## config.mk

```make
export PLATFORM = sky130hd
export DESIGN_NAME = shutdown_write_sequencer
export DESIGN_NICKNAME = d
export VERILOG_FILES = /design/src/inc/shutdown_pkg.sv /design/src/rtl/delay_timer.sv /design/src/rtl/shutdown_write_sequencer.sv
export VERILOG_INCLUDE_DIRS = /design/src /design/src/inc
export SDC_FILE = /design/constraint.sdc
export NUM_CORES = 1
export LEC_CHECK = 0
export CAP_MARGIN = 30
export CORE_ASPECT_RATIO = 1.1
export CORE_UTILIZATION = 45
export CTS_CLUSTER_DIAMETER = 60
export DETAILED_ROUTE_END_ITERATION = 8
export DONT_BUFFER_PORTS = 1
export SLEW_MARGIN = 5
export SYNTH_ARGS = -nofsm -noshare
export SYNTH_HDL_FRONTEND = slang
export SYNTH_SLANG_ARGS = --single-unit
```

## constraint.sdc

```tcl
create_clock -name clk -period 10.6 [get_ports clk]
set_input_delay 0 -clock clk [delete_from_list [all_inputs] [get_ports clk]]
set_output_delay 0 -clock clk [all_outputs]
set_load 0.02 [all_outputs]
```

## src/inc/shutdown_consts.svh

```systemverilog
// constants for the shutdown write sequencer
`ifndef SHUTDOWN_CONSTS_SVH
`define SHUTDOWN_CONSTS_SVH

// ===========================================================
// register indices (byte address is four times the index)
`define REG_LAUNCH 8'h6F
`define REG_STATUS 8'h70
`define REG_BIAS 8'h04
`define REG_MIDRAIL 8'h05
`define REG_PHONES_GAIN 8'h0E
`define REG_LINE_GAIN 8'h0F
`define REG_CONVERTERS 8'h12
`define REG_CLOCKS 8'h16
`define REG_SERVO 8'h43
`define REG_PHONES_OUT 8'h5A
`define REG_LINE_OUT 8'h5E
`define REG_CHARGE_PUMP 8'h62
`define REG_DUMMY 8'hFF

// ===========================================================
// control register slots
`define N_CTRL 10
`define SLOT_W 4
`define SLOT_NONE 4'hF
`define SLOT_BIAS 4'h0
`define SLOT_MIDRAIL 4'h1
`define SLOT_PHONES_GAIN 4'h2
`define SLOT_LINE_GAIN 4'h3
`define SLOT_CONVERTERS 4'h4
`define SLOT_CLOCKS 4'h5
`define SLOT_SERVO 4'h6
`define SLOT_PHONES_OUT 4'h7
`define SLOT_LINE_OUT 4'h8
`define SLOT_CHARGE_PUMP 4'h9
`define CTRL_RESET 16'h0000

// ===========================================================
// field positions
`define LAUNCH_START_BIT 8
`define LAUNCH_INDEX_MSB 6
`define STATUS_BUSY_BIT 0
`define STATUS_INDEX_LSB 8
`define STATUS_INDEX_MSB 14
`define BIAS_ON_BIT 0
`define MIDRAIL_ON_BIT 0
`define MIDRAIL_DIV_LSB 1
`define MIDRAIL_DIV_MSB 2
`define MIDRAIL_BUF_BIT 6
`define CONV_RIGHT_BIT 2
`define CONV_LEFT_BIT 3
`define CLOCK_GATE_BIT 1
`define CHARGE_PUMP_BIT 0
`define SERVO_MSB 3
`define GAIN_MSB 1
`define STAGE_MSB 7

// ===========================================================
// list and timing
`define SHUTDOWN_FIRST 7'h19
`define SEQ_TICK_NS 62500
`define CLK_PERIOD_NS 40
`define DELAY_OFFSET 64'h8
`define HSIZE_WORD 3'b010
`define HRESP_OKAY 1'b0

`endif

```

## src/inc/shutdown_pkg.sv

```systemverilog
// types for the shutdown write sequencer
package shutdown_pkg;

	typedef enum logic [1:0] {S_IDLE, S_APPLY, S_WAIT} seq_state_t;

	typedef struct packed {
		logic [7:0] addr;
		logic [2:0] width_m1;
		logic [3:0] start;
		logic [7:0] data;
		logic [3:0] delay;
		logic list_end_flag;
	} seq_entry_t;

endpackage

```

## src/rtl/delay_timer.sv

```systemverilog
// down counter that times one sequencer wait
`include "shutdown_consts.svh"
module delay_timer #(
	parameter int CNT_W = 32
) (
	input wire logic clk,
	input wire logic rst_n,
	input wire logic ce,
	input wire logic load,
	input wire logic [CNT_W-1:0] load_cycles,
	output logic expired
);

	logic [CNT_W-1:0] count;
	logic running;

	// last cycle of the wait
	assign expired = running && (count == CNT_W'(1));

	always_ff @(posedge clk or negedge rst_n) begin
		if (!rst_n) begin
			count <= '0;
			running <= 1'b0;
		end else if (ce) begin
			if (load) begin
				count <= load_cycles;
				running <= 1'b1;
			end else if (running) begin
				count <= count - CNT_W'(1);
				running <= !expired;
			end
		end
	end

endmodule

```

## src/rtl/shutdown_write_sequencer.sv

```systemverilog
// shutdown write sequencer with its control registers and AHB-Lite slave
// Function
// - launch starts list execution at entry 25, not zero.
// - entries run one after another without host help until end flag.
// - with 25MHz clock the whole list takes about 296ms.
// - entries 25,26 write 77h to 5Eh then 5Ah, 0.5625ms waits.
// - entries 27,28 write 00h to 5Ah then 5Eh.
// - entry 29 clears four servo lane enables in 43h.
// - entry 30 clears charge pump bit 0 of 62h.
// - entry 31 clears two converter bits from bit 2 of 12h.
// - entry 32 clears processing clock gate bit 1 of 16h.
// - entries 33,34 clear gain stage pairs in 0Eh then 0Fh.
// - entry 35 clears bias bit 0 of 04h.
// - entry 36 clears reference bit 0 of 05h, delay code Ch.
// - entry 37 clears bit 0 of 05h again, delay code 9h.
// - entry 38 writes 00h to low byte of 05h.
// - entry 39 clears two bits of 04h and ends the list.
// - busy flag is 1 while the list runs, 0 after.
//
// The AHB-Lite slave port was left to the implementer.
`include "shutdown_consts.svh"
module shutdown_write_sequencer
	import shutdown_pkg::*;
#(
	parameter int TWO_TICK_CYCLES = 2 * `SEQ_TICK_NS / `CLK_PERIOD_NS
) (
	input wire logic clk,
	input wire logic rst_n,
	input wire logic ce,
	input wire logic hsel,
	input wire logic [31:0] haddr,
	input wire logic [1:0] htrans,
	input wire logic hwrite,
	input wire logic [2:0] hsize,
	input wire logic [31:0] hwdata,
	input wire logic hready,
	output logic hreadyout,
	output logic [31:0] hrdata,
	output logic hresp,
	output logic sequencer_running_flag,
	output logic bias_generator_on,
	output logic midrail_reference_on,
	output logic [1:0] midrail_divider_select,
	output logic midrail_buffer_on,
	output logic [1:0] phones_gain_stages_on,
	output logic [1:0] line_gain_stages_on,
	output logic left_converter_on,
	output logic right_converter_on,
	output logic processing_clock_gate,
	output logic [3:0] offset_servo_lanes_on,
	output logic [7:0] phones_stage_ctrl,
	output logic [7:0] line_stage_ctrl,
	output logic charge_pump_on
);

	// ===========================================================
	// stored shutdown list
	function automatic seq_entry_t list_entry(input logic [6:0] idx);
		seq_entry_t e;
		e = '{`REG_DUMMY, 3'h0, 4'h0, 8'h00, 4'h0, 1'b1};
		case (idx)
			7'd25: e = '{`REG_LINE_OUT, 3'h7, 4'h0, 8'h77, 4'h0, 1'b0};
			7'd26: e = '{`REG_PHONES_OUT, 3'h7, 4'h0, 8'h77, 4'h0, 1'b0};
			7'd27: e = '{`REG_PHONES_OUT, 3'h7, 4'h0, 8'h00, 4'h0, 1'b0};
			7'd28: e = '{`REG_LINE_OUT, 3'h7, 4'h0, 8'h00, 4'h0, 1'b0};
			7'd29: e = '{`REG_SERVO, 3'h3, 4'h0, 8'h00, 4'h0, 1'b0};
			7'd30: e = '{`REG_CHARGE_PUMP, 3'h0, 4'h0, 8'h00, 4'h0, 1'b0};
			7'd31: e = '{`REG_CONVERTERS, 3'h1, 4'h2, 8'h00, 4'h0, 1'b0};
			7'd32: e = '{`REG_CLOCKS, 3'h0, 4'h1, 8'h00, 4'h0, 1'b0};
			7'd33: e = '{`REG_PHONES_GAIN, 3'h1, 4'h0, 8'h00, 4'h0, 1'b0};
			7'd34: e = '{`REG_LINE_GAIN, 3'h1, 4'h0, 8'h00, 4'h0, 1'b0};
			7'd35: e = '{`REG_BIAS, 3'h0, 4'h0, 8'h00, 4'h0, 1'b0};
			7'd36: e = '{`REG_MIDRAIL, 3'h0, 4'h0, 8'h00, 4'hC, 1'b0};
			7'd37: e = '{`REG_MIDRAIL, 3'h0, 4'h0, 8'h00, 4'h9, 1'b0};
			7'd38: e = '{`REG_MIDRAIL, 3'h7, 4'h0, 8'h00, 4'h0, 1'b0};
			7'd39: e = '{`REG_BIAS, 3'h1, 4'h0, 8'h00, 4'h0, 1'b1};
			default: e = '{`REG_DUMMY, 3'h0, 4'h0, 8'h00, 4'h0, 1'b1};
		endcase
		return e;
	endfunction

	// register index to control slot
	function automatic logic [`SLOT_W-1:0] slot_of(input logic [7:0] idx);
		logic [`SLOT_W-1:0] s;
		s = `SLOT_NONE;
		case (idx)
			`REG_BIAS: s = `SLOT_BIAS;
			`REG_MIDRAIL: s = `SLOT_MIDRAIL;
			`REG_PHONES_GAIN: s = `SLOT_PHONES_GAIN;
			`REG_LINE_GAIN: s = `SLOT_LINE_GAIN;
			`REG_CONVERTERS: s = `SLOT_CONVERTERS;
			`REG_CLOCKS: s = `SLOT_CLOCKS;
			`REG_SERVO: s = `SLOT_SERVO;
			`REG_PHONES_OUT: s = `SLOT_PHONES_OUT;
			`REG_LINE_OUT: s = `SLOT_LINE_OUT;
			`REG_CHARGE_PUMP: s = `SLOT_CHARGE_PUMP;
			default: s = `SLOT_NONE;
		endcase
		return s;
	endfunction

	// ===========================================================
	// state
	logic [15:0] ctrl [`N_CTRL];
	seq_state_t state;
	seq_state_t next_state;
	logic [6:0] cur_index;
	logic [6:0] next_index;
	logic [6:0] launch_index;
	logic wr_pend;
	logic [7:0] wr_index;
	logic rd_pend;
	logic [7:0] rd_index;
	logic timer_done;

	// ===========================================================
	// bus address phase decode
	wire addr_take = hsel && hready && htrans[1];
	wire addr_word = (hsize == `HSIZE_WORD) && (haddr[1:0] == 2'b00) && (haddr[31:10] == '0);
	wire [7:0] addr_index = haddr[9:2];

	// bus data phase decode
	wire [`SLOT_W-1:0] bus_slot = slot_of(wr_index);
	wire bus_ctrl_wr = wr_pend && (bus_slot != `SLOT_NONE);
	wire launch_wr = wr_pend && (wr_index == `REG_LAUNCH);
	wire launch_req = launch_wr && hwdata[`LAUNCH_START_BIT];
	wire [6:0] req_index = hwdata[`LAUNCH_INDEX_MSB:0];

	// ===========================================================
	// current entry and its read-modify-write
	wire seq_entry_t entry = list_entry(cur_index);
	wire [`SLOT_W-1:0] seq_slot = slot_of(entry.addr);
	wire seq_slot_ok = seq_slot != `SLOT_NONE;
	wire seq_wr = (state == S_APPLY) && seq_slot_ok;
	wire [15:0] seq_old = seq_slot_ok ? ctrl[seq_slot] : `CTRL_RESET;
	wire [3:0] field_len = {1'b0, entry.width_m1} + 4'h1;
	wire [15:0] field_ones = ~(16'hFFFF << field_len);
	wire [15:0] field_mask = field_ones << entry.start;
	wire [15:0] field_data = {8'h00, entry.data} << entry.start;
	wire [15:0] seq_new = (seq_old & ~field_mask) | (field_data & field_mask);

	// wait length: (2^n + 8) ticks of 62.5us, rounded up to whole cycles
	wire [63:0] delay_full = (((64'h1 << entry.delay) + `DELAY_OFFSET)
		* 64'(TWO_TICK_CYCLES)) + 64'h1;
	wire [31:0] delay_cycles = delay_full[32:1];

	// ===========================================================
	// sequencer next state
	always_comb begin
		next_state = state;
		next_index = cur_index;
		unique case (state)
			S_IDLE: begin
				if (launch_req) begin
					next_state = S_APPLY;
					next_index = req_index;
				end
			end
			S_APPLY: begin
				next_state = S_WAIT;
			end
			S_WAIT: begin
				if (timer_done) begin
					if (entry.list_end_flag) begin
						next_state = S_IDLE;
					end else begin
						next_state = S_APPLY;
						next_index = cur_index + 7'h1;
					end
				end
			end
		endcase
	end

	always_ff @(posedge clk or negedge rst_n) begin
		if (!rst_n) begin
			state <= S_IDLE;
			cur_index <= '0;
		end else if (ce) begin
			state <= next_state;
			cur_index <= next_index;
		end
	end

	delay_timer #(
		.CNT_W(32)
	) u_timer (
		.clk(clk),
		.rst_n(rst_n),
		.ce(ce),
		.load(state == S_APPLY),
		.load_cycles(delay_cycles),
		.expired(timer_done)
	);

	// ===========================================================
	// control registers: sequencer write wins over a bus write
	always_ff @(posedge clk or negedge rst_n) begin
		if (!rst_n) begin
			for (int i = 0; i < `N_CTRL; i++) begin
				ctrl[i] <= `CTRL_RESET;
			end
		end else if (ce) begin
			for (int i = 0; i < `N_CTRL; i++) begin
				if (seq_wr && (seq_slot == `SLOT_W'(i))) begin
					ctrl[i] <= seq_new;
				end else if (bus_ctrl_wr && (bus_slot == `SLOT_W'(i))) begin
					ctrl[i] <= hwdata[15:0];
				end
			end
		end
	end

	// ===========================================================
	// bus slave: writes zero wait, reads one wait state
	always_ff @(posedge clk or negedge rst_n) begin
		if (!rst_n) begin
			wr_pend <= 1'b0;
			wr_index <= '0;
			rd_pend <= 1'b0;
			rd_index <= '0;
			launch_index <= '0;
		end else if (ce) begin
			wr_pend <= addr_take && hwrite && addr_word;
			rd_pend <= addr_take && !hwrite;
			wr_index <= addr_index;
			rd_index <= addr_word ? addr_index : `REG_DUMMY;
			if (launch_wr) begin
				launch_index <= req_index;
			end
		end
	end

	wire [`SLOT_W-1:0] rd_slot = slot_of(rd_index);
	wire [15:0] status_word = {1'b0, cur_index, 7'h00, sequencer_running_flag};
	wire [31:0] read_value = (rd_index == `REG_LAUNCH) ? {25'h0, launch_index} :
		(rd_index == `REG_STATUS) ? {16'h0000, status_word} :
		(rd_slot != `SLOT_NONE) ? {16'h0000, ctrl[rd_slot]} : 32'h0000_0000;

	always_ff @(posedge clk or negedge rst_n) begin
		if (!rst_n) begin
			hrdata <= 32'h0000_0000;
		end else if (ce && rd_pend) begin
			hrdata <= read_value;
		end
	end

	assign hreadyout = !rd_pend;
	assign hresp = `HRESP_OKAY;

	// ===========================================================
	// outputs
	assign sequencer_running_flag = (state != S_IDLE);
	assign bias_generator_on = ctrl[`SLOT_BIAS][`BIAS_ON_BIT];
	assign midrail_reference_on = ctrl[`SLOT_MIDRAIL][`MIDRAIL_ON_BIT];
	assign midrail_divider_select = ctrl[`SLOT_MIDRAIL][`MIDRAIL_DIV_MSB:`MIDRAIL_DIV_LSB];
	assign midrail_buffer_on = ctrl[`SLOT_MIDRAIL][`MIDRAIL_BUF_BIT];
	assign phones_gain_stages_on = ctrl[`SLOT_PHONES_GAIN][`GAIN_MSB:0];
	assign line_gain_stages_on = ctrl[`SLOT_LINE_GAIN][`GAIN_MSB:0];
	assign left_converter_on = ctrl[`SLOT_CONVERTERS][`CONV_LEFT_BIT];
	assign right_converter_on = ctrl[`SLOT_CONVERTERS][`CONV_RIGHT_BIT];
	assign processing_clock_gate = ctrl[`SLOT_CLOCKS][`CLOCK_GATE_BIT];
	assign offset_servo_lanes_on = ctrl[`SLOT_SERVO][`SERVO_MSB:0];
	assign phones_stage_ctrl = ctrl[`SLOT_PHONES_OUT][`STAGE_MSB:0];
	assign line_stage_ctrl = ctrl[`SLOT_LINE_OUT][`STAGE_MSB:0];
	assign charge_pump_on = ctrl[`SLOT_CHARGE_PUMP][`CHARGE_PUMP_BIT];

	logic [31:0] wait_len;
	always_ff @(posedge clk or negedge rst_n) begin
		if (!rst_n) begin
			wait_len <= '0;
		end else if (ce) begin
			wait_len <= (state == S_WAIT) ? wait_len + 32'h1 : '0;
		end
	end

	wire bus_only_wr = bus_ctrl_wr && !(seq_wr && (seq_slot == bus_slot));
endmodule

```

### Word level (Yosys, flattened, before mapping)

Memories as Yosys holds them, arrays and structs flattened.
Index checks and enable logic that the tools add are counted.

* bits in registers: 259
* bits in read-only memories: 1472
* output and inout bits: 68
* memories: 1

Memories
* (name not given): depth 64, bits a word 23, read ports 1, clocked after memory_dff 0, wr ports 0, line shutdown_write_sequencer.sv:61 `case (idx)`

* add/subtract/negate cells: 5
* $mul: 1
* order comparisons: 2
* eq/ne operators: 61
* shifts and indexed selects: 4
* mux-type cells: 47
* bitwise logic cells: 7
* reductions and logical operators: 68

Operators with widths (count)
* 16-bit 2-to-1 mux: 28
* 16-bit binary-select mux with 4-bit select: 2
* 8-bit by 7-bit equality test with 1-bit output (second input constant): 15
* 4-bit case mux with 10 select lines: 3
* 64-bit by 4-bit adder with 64-bit output (second input constant): 1
* 64-bit by 12-bit multiplier with 33-bit output (second input constant): 1
* 32-bit 2-to-1 mux: 2
* 1-bit by 4-bit left shift with 64-bit output (first input constant): 1
* 8-bit by 3-bit equality test with 1-bit output (second input constant): 6
* 8-bit by 4-bit equality test with 1-bit output (second input constant): 6
* 8-bit by 5-bit equality test with 1-bit output (second input constant): 6
* 33-bit by 1-bit adder with 33-bit output (second input constant): 1
* 1-bit logical AND: 33
* 16-bit AND: 2
* 32-bit by 1-bit equality test with 1-bit output (second input constant): 1
* 4-bit by 3-bit equality test with 1-bit output (second input constant): 8
* 16-bit inverter: 2
* 32-bit by 1-bit subtractor with 32-bit output (second input constant): 1
* 28-bit 2-to-1 mux: 1
* 2-bit nonzero test: 13
* 2-bit AND reduction: 12
* 22-bit logical NOT: 1
* 7-bit 2-to-1 mux: 3
* 4-bit by 2-bit equality test with 1-bit output (second input constant): 4
* 26 further kinds: 42

### Logic depth before layout (Yosys ltp)

An unclocked memory read counts as a cell.

* word-level depth: 12
* mapped depth: 24

### Hierarchy

From an unflattened synthesis, not the netlist that was laid out.

* cells, all modules: 2203
* area, all modules: 18564.1 µm²

By module, submodules not included
* shutdown_write_sequencer: times used 1, cells each 1925, area each 16298.1 µm², sequential area each 5255.0 µm²
* delay_timer: times used 1, cells each 278, area each 2265.9 µm², sequential area each 825.8 µm²

### Worst setup path after synthesis

Ideal clock, no wire load.

* path type: register to register
* start: register cur_index[1]
* end: register u_timer.count[20]
* data arrival time: 5232 ps
* data required time: 10510 ps
* slack: 5278 ps
* cell stages (with the launch flop): 23
* clock period less this slack: 5322 ps
* cell sequence: dfrtp_1 clkbuf_1 inv_1 ha_1 clkbuf_1 nand2b_1 or3_1 clkbuf_1 inv_1 ha_1 ha_1 inv_1 fa_1 ha_1 a21o_1 a21o_1 a221o_1 o211ai_1 a211oi_1 or2_2 nand2_1 mux2_2 o2111ai_1

* longest elaborated chain between the ends: 7

Ends and longest elaborated chain
* start: declaration: line shutdown_write_sequencer.sv:107 `logic [6:0] cur_index;`
* start signal: assignment: line shutdown_write_sequencer.sv:181 `cur_index <= next_index;`
* memory read 64 x 23 bit
* 28-bit 2-to-1 mux: line shutdown_write_sequencer.sv:61
* 1-bit by 4-bit left shift with 64-bit output: line shutdown_write_sequencer.sv:143 `` wire [63:0] delay_full = (((64'h1 << entry.delay) + `DELAY_OFFSET) ``
* 64-bit by 4-bit adder with 64-bit output (no source line)
* 64-bit by 12-bit multiplier with 33-bit output: line shutdown_write_sequencer.sv:143
* 33-bit by 1-bit adder with 33-bit output: line shutdown_write_sequencer.sv:143
* 32-bit 2-to-1 mux: line delay_timer.sv:25 `if (load) begin`
* end signal: assignment: line delay_timer.sv:26 `count <= load_cycles;`
* end signal: assignment: line delay_timer.sv:29 `count <= count - CNT_W'(1);`
* end: declaration: line delay_timer.sv:14 `logic [CNT_W-1:0] count;`

Every way passes these cells.
A chain may end at the register's enable or synchronous reset.

### Worst setup path after layout

* start: register cur_index[5]
* end: register u_timer.count[24]

The elaborated chain is that of the path after synthesis.

==> results_dict.tcl <==
set metrics [dict create \
    status "finished with violations" \
    violations "hold timing" \
    dpl.hpwl_mm 48.4 \
    antenna_found_initial 2 \
    finalSetupTns_ns 0 \
    cts_buffers 31 \
    clock-root-buffer "clkbuf_16" \
    nets 2230 \
    fin_crit_sh 0.555 \
    required_ns 11.03 \
    dpl_cell_area_um2 18000 \
    busiest_layer "met2" \
    fin_cells 2609 \
    totalWireLength_mm 69.7 \
    grt_use_met3 0.0879 \
    pin_count 143 \
    critPathCaptureType "flip-flop" \
    grt_pass1_wl_mm 106 \
    drc_errors 0 \
    viasPerCell 6.65 \
    arrival_ns 6.31 \
    drv_slew 0 \
    seqCellArea_um2 6080 \
    fillCellCount 3771 \
    hold_viol_final 15 \
    routedWlPerCell_um 26.7 \
    ir_worst_vdd_mv 0.146 \
    muxShareOfSynthArea 0.0740 \
    use_met2 0.539 \
    h-tree-depth 1 \
    start_util 0.457 \
    skew_ns 0.0236 \
    finalSetupViolCount 0 \
    hold_path.class "input pin to async pin" \
    clock_sinks 243 \
    cp_top_family "simple AND/OR/NAND/NOR gates" \
    synth_fa_ha_area_frac 0.0592 \
    drt-initial-drc-count 2172 \
    rr_worst_depth 18 \
    r2r_slack_ns 4.72 \
    core-area_um2 39200 \
    multi_input_area_um2 10800 \
    maxSlewHeadroom 0.317 \
    first_global_vias 16900 \
    yosysUniqueCellTypes 94 \
    synthXorXnorAreaFrac 0.0113 \
    clkTransAtPathRegs_ns 0.06 \
    pre_cts_ws_ns 4.73 \
    crit_end "u_timer.count[24]" \
    clk_latency_ns 0.60 \
    drtPass1Iterations 7 \
    yosysWarnings 0 \
    final_design_area_no_fill_um2 19500 \
    overflow 0 \
    cts_tree "built" \
    max_freq_ghz 0.170 \
    period_needed_ns 5.88 \
    synth_compound_area_frac 0.230 \
    cp_cell_sequence "nor4b_4 -> nand3_1 -> nor3_1 -> inv_1 -> ha_1 -> ha_1 -> fa_1 -> ha_1 -> ha_1 -> o21a_1 -> o21ai_0 -> nand2b_1 -> a21oi_1 -> a211oi_1 -> o41a_1 -> nand3_1 -> xor2_1 -> a211oi_1" \
    reg2reg_to "u_timer.count[24]" \
    grt_max_degree 244 \
    synth-main-ff-cell "dfrtp_1" \
    path_depth 18 \
    synth-edff-count 0 \
    final_cell_mix "nand2_1 (261), dfrtp_1 (243), o21ai_0 (172)" \
    synth_top_family_by_area "compound AO/OA/AOI/OAI gates" \
    tightest_slew_ns 1.02 \
    fin_hold_ws_ns -0.0268 \
    worstPathMaxFanout 18 \
    reg2reg_from "cur_index[5]" \
    synth-seq-area-share 0.340 \
    drv_cap 0 \
    crit_top_cell "ha_1" \
    critPathLaunchType "flip-flop" \
    setup_ws_ns 4.72 \
    syn_area_per_cell_um2 8.36 \
    async_flop_share 1.00 \
    grtUsageTotal 0.346 \
    final_common_cell "nand2_1" \
    dp.cells 2509 \
    port_buffers 0 \
    cp_slowest_cell "nor3_1" \
    synthSimpleGateAreaFrac 0.222 \
    die_x_um 192 \
    die_area_um2 40600 \
    clockBufferDepth 3 \
    cpPeakStageDelay_ns 0.75 \
    setup.worst_path.start "cur_index[5]" \
    postSynthCellCount 2140 \
    final_layout_size_suffix_gt1_frac 0.0847 \
    area_growth_pct 9.15 \
    globalplace.congestion 0.984 \
    post_cts_resized 0 \
    met1_usage 0.447 \
    postRouteAntennaNets 0 \
    ys_ff_latch 243 \
    rsz0062_at_grt "no" \
    fp.dieH_um 211 \
    crit_type "flip-flop to flip-flop" \
    p_leak_nw 8.37 \
    row_count 76 \
    crit_buf_inv 1 \
    netlist_area_um2 17900 \
    p_per_area_nw_per_um2 111 \
    num_vias 17300 \
]
[state kept, by name, summed over array words and instances (netlist names), 7 cells and up]
name and flops:
ctrl 127, cur_index 7, hrdata 16, launch_index 7, line_stage_ctrl 8, phones_stage_ctrl 8, rd_index 8, u_timer.count 32
wr_index 8
[area by class of cell]
cell class	instances	share of cell area
Clock buffer	41	0.0432
Timing Repair Buffer	82	0.0414
Clock inverter	16	0.00903
Sequential cell	243	0.311
Inverter	53	0.0102
Antenna cell	1	0.000128
Multi-Input combinational cell	1666	0.552
Tap cell	507	0.0325
[how the worst min path moves through the flow]
stage | to | slack [ns]
finish | ctrl[91] | -0.03
global route | hrdata[14] | 0.05
CTS | rd_index[1] | 0.0001
detailed placement | hrdata[14] | -0.27
global placement | hrdata[14] | -0.26
floorplan | bias_generator_on | -0.30
[synthesized netlist by cell type, types with 45 or more instances]
master | count | area [µm²]
a21oi_1 | 141 | 706
buf_4 | 45 | 338
clkbuf_1 | 108 | 405
dfrtp_1 | 243 | 6080
ha_1 | 67 | 838
inv_1 | 53 | 199
mux2i_1 | 76 | 761
nand2_1 | 261 | 980
nand3_1 | 73 | 365
nor2_1 | 156 | 586
nor3_1 | 45 | 225
o21ai_0 | 175 | 876
[cells by family (layout without fill, tap and decap cells)]
group / Yosys count / count (layout)
flip-flops: 243 / 243
adder cells (fa/ha/maj): 78 / 78
other: 1 / 19
AND/OR/NAND/NOR: 791 / 791
buffers and inverters: 248 / 192
multiplexers: 118 / 118
AO/OA/AOI/OAI: 638 / 638
XOR/XNOR: 23 / 23
[repair_timing]
item,CTS,global route
hold buffers,39,0
buffers inserted,0,0
hold endpoints to repair,470,0
[power breakdown]
group	switching [W]	leakage, nW	internal, W
sequential	0.0000321	3.28	0.000943
combinational	0.0000675	4.60	0.0000349
clock	0.000449	0.492	0.000632
total	0.000548	8.37	0.00161
[per-stage QoR]
step | power [W] | utilization
after detailed placement | 0.00104 | 0.460
after CTS | 0.00216 | 0.497
after floorplan | 0.00104 | -
final | 0.00216 | 0.498
after global placement | 0.00104 | 0.459
after global routing | 0.00222 | 0.498
[per-layer routing]
layer | share of wire | vias to the layer above | routed length (µm)
met5 | 0.00020 | - | 14
met3 | 0.10 | 266 | 7250
li1 | - | 7670 | -
met1 | 0.39 | 8406 | 27400
met4 | 0.053 | 2 | 3730
met2 | 0.45 | 1002 | 31300
(Power assumes the default switching activity.)
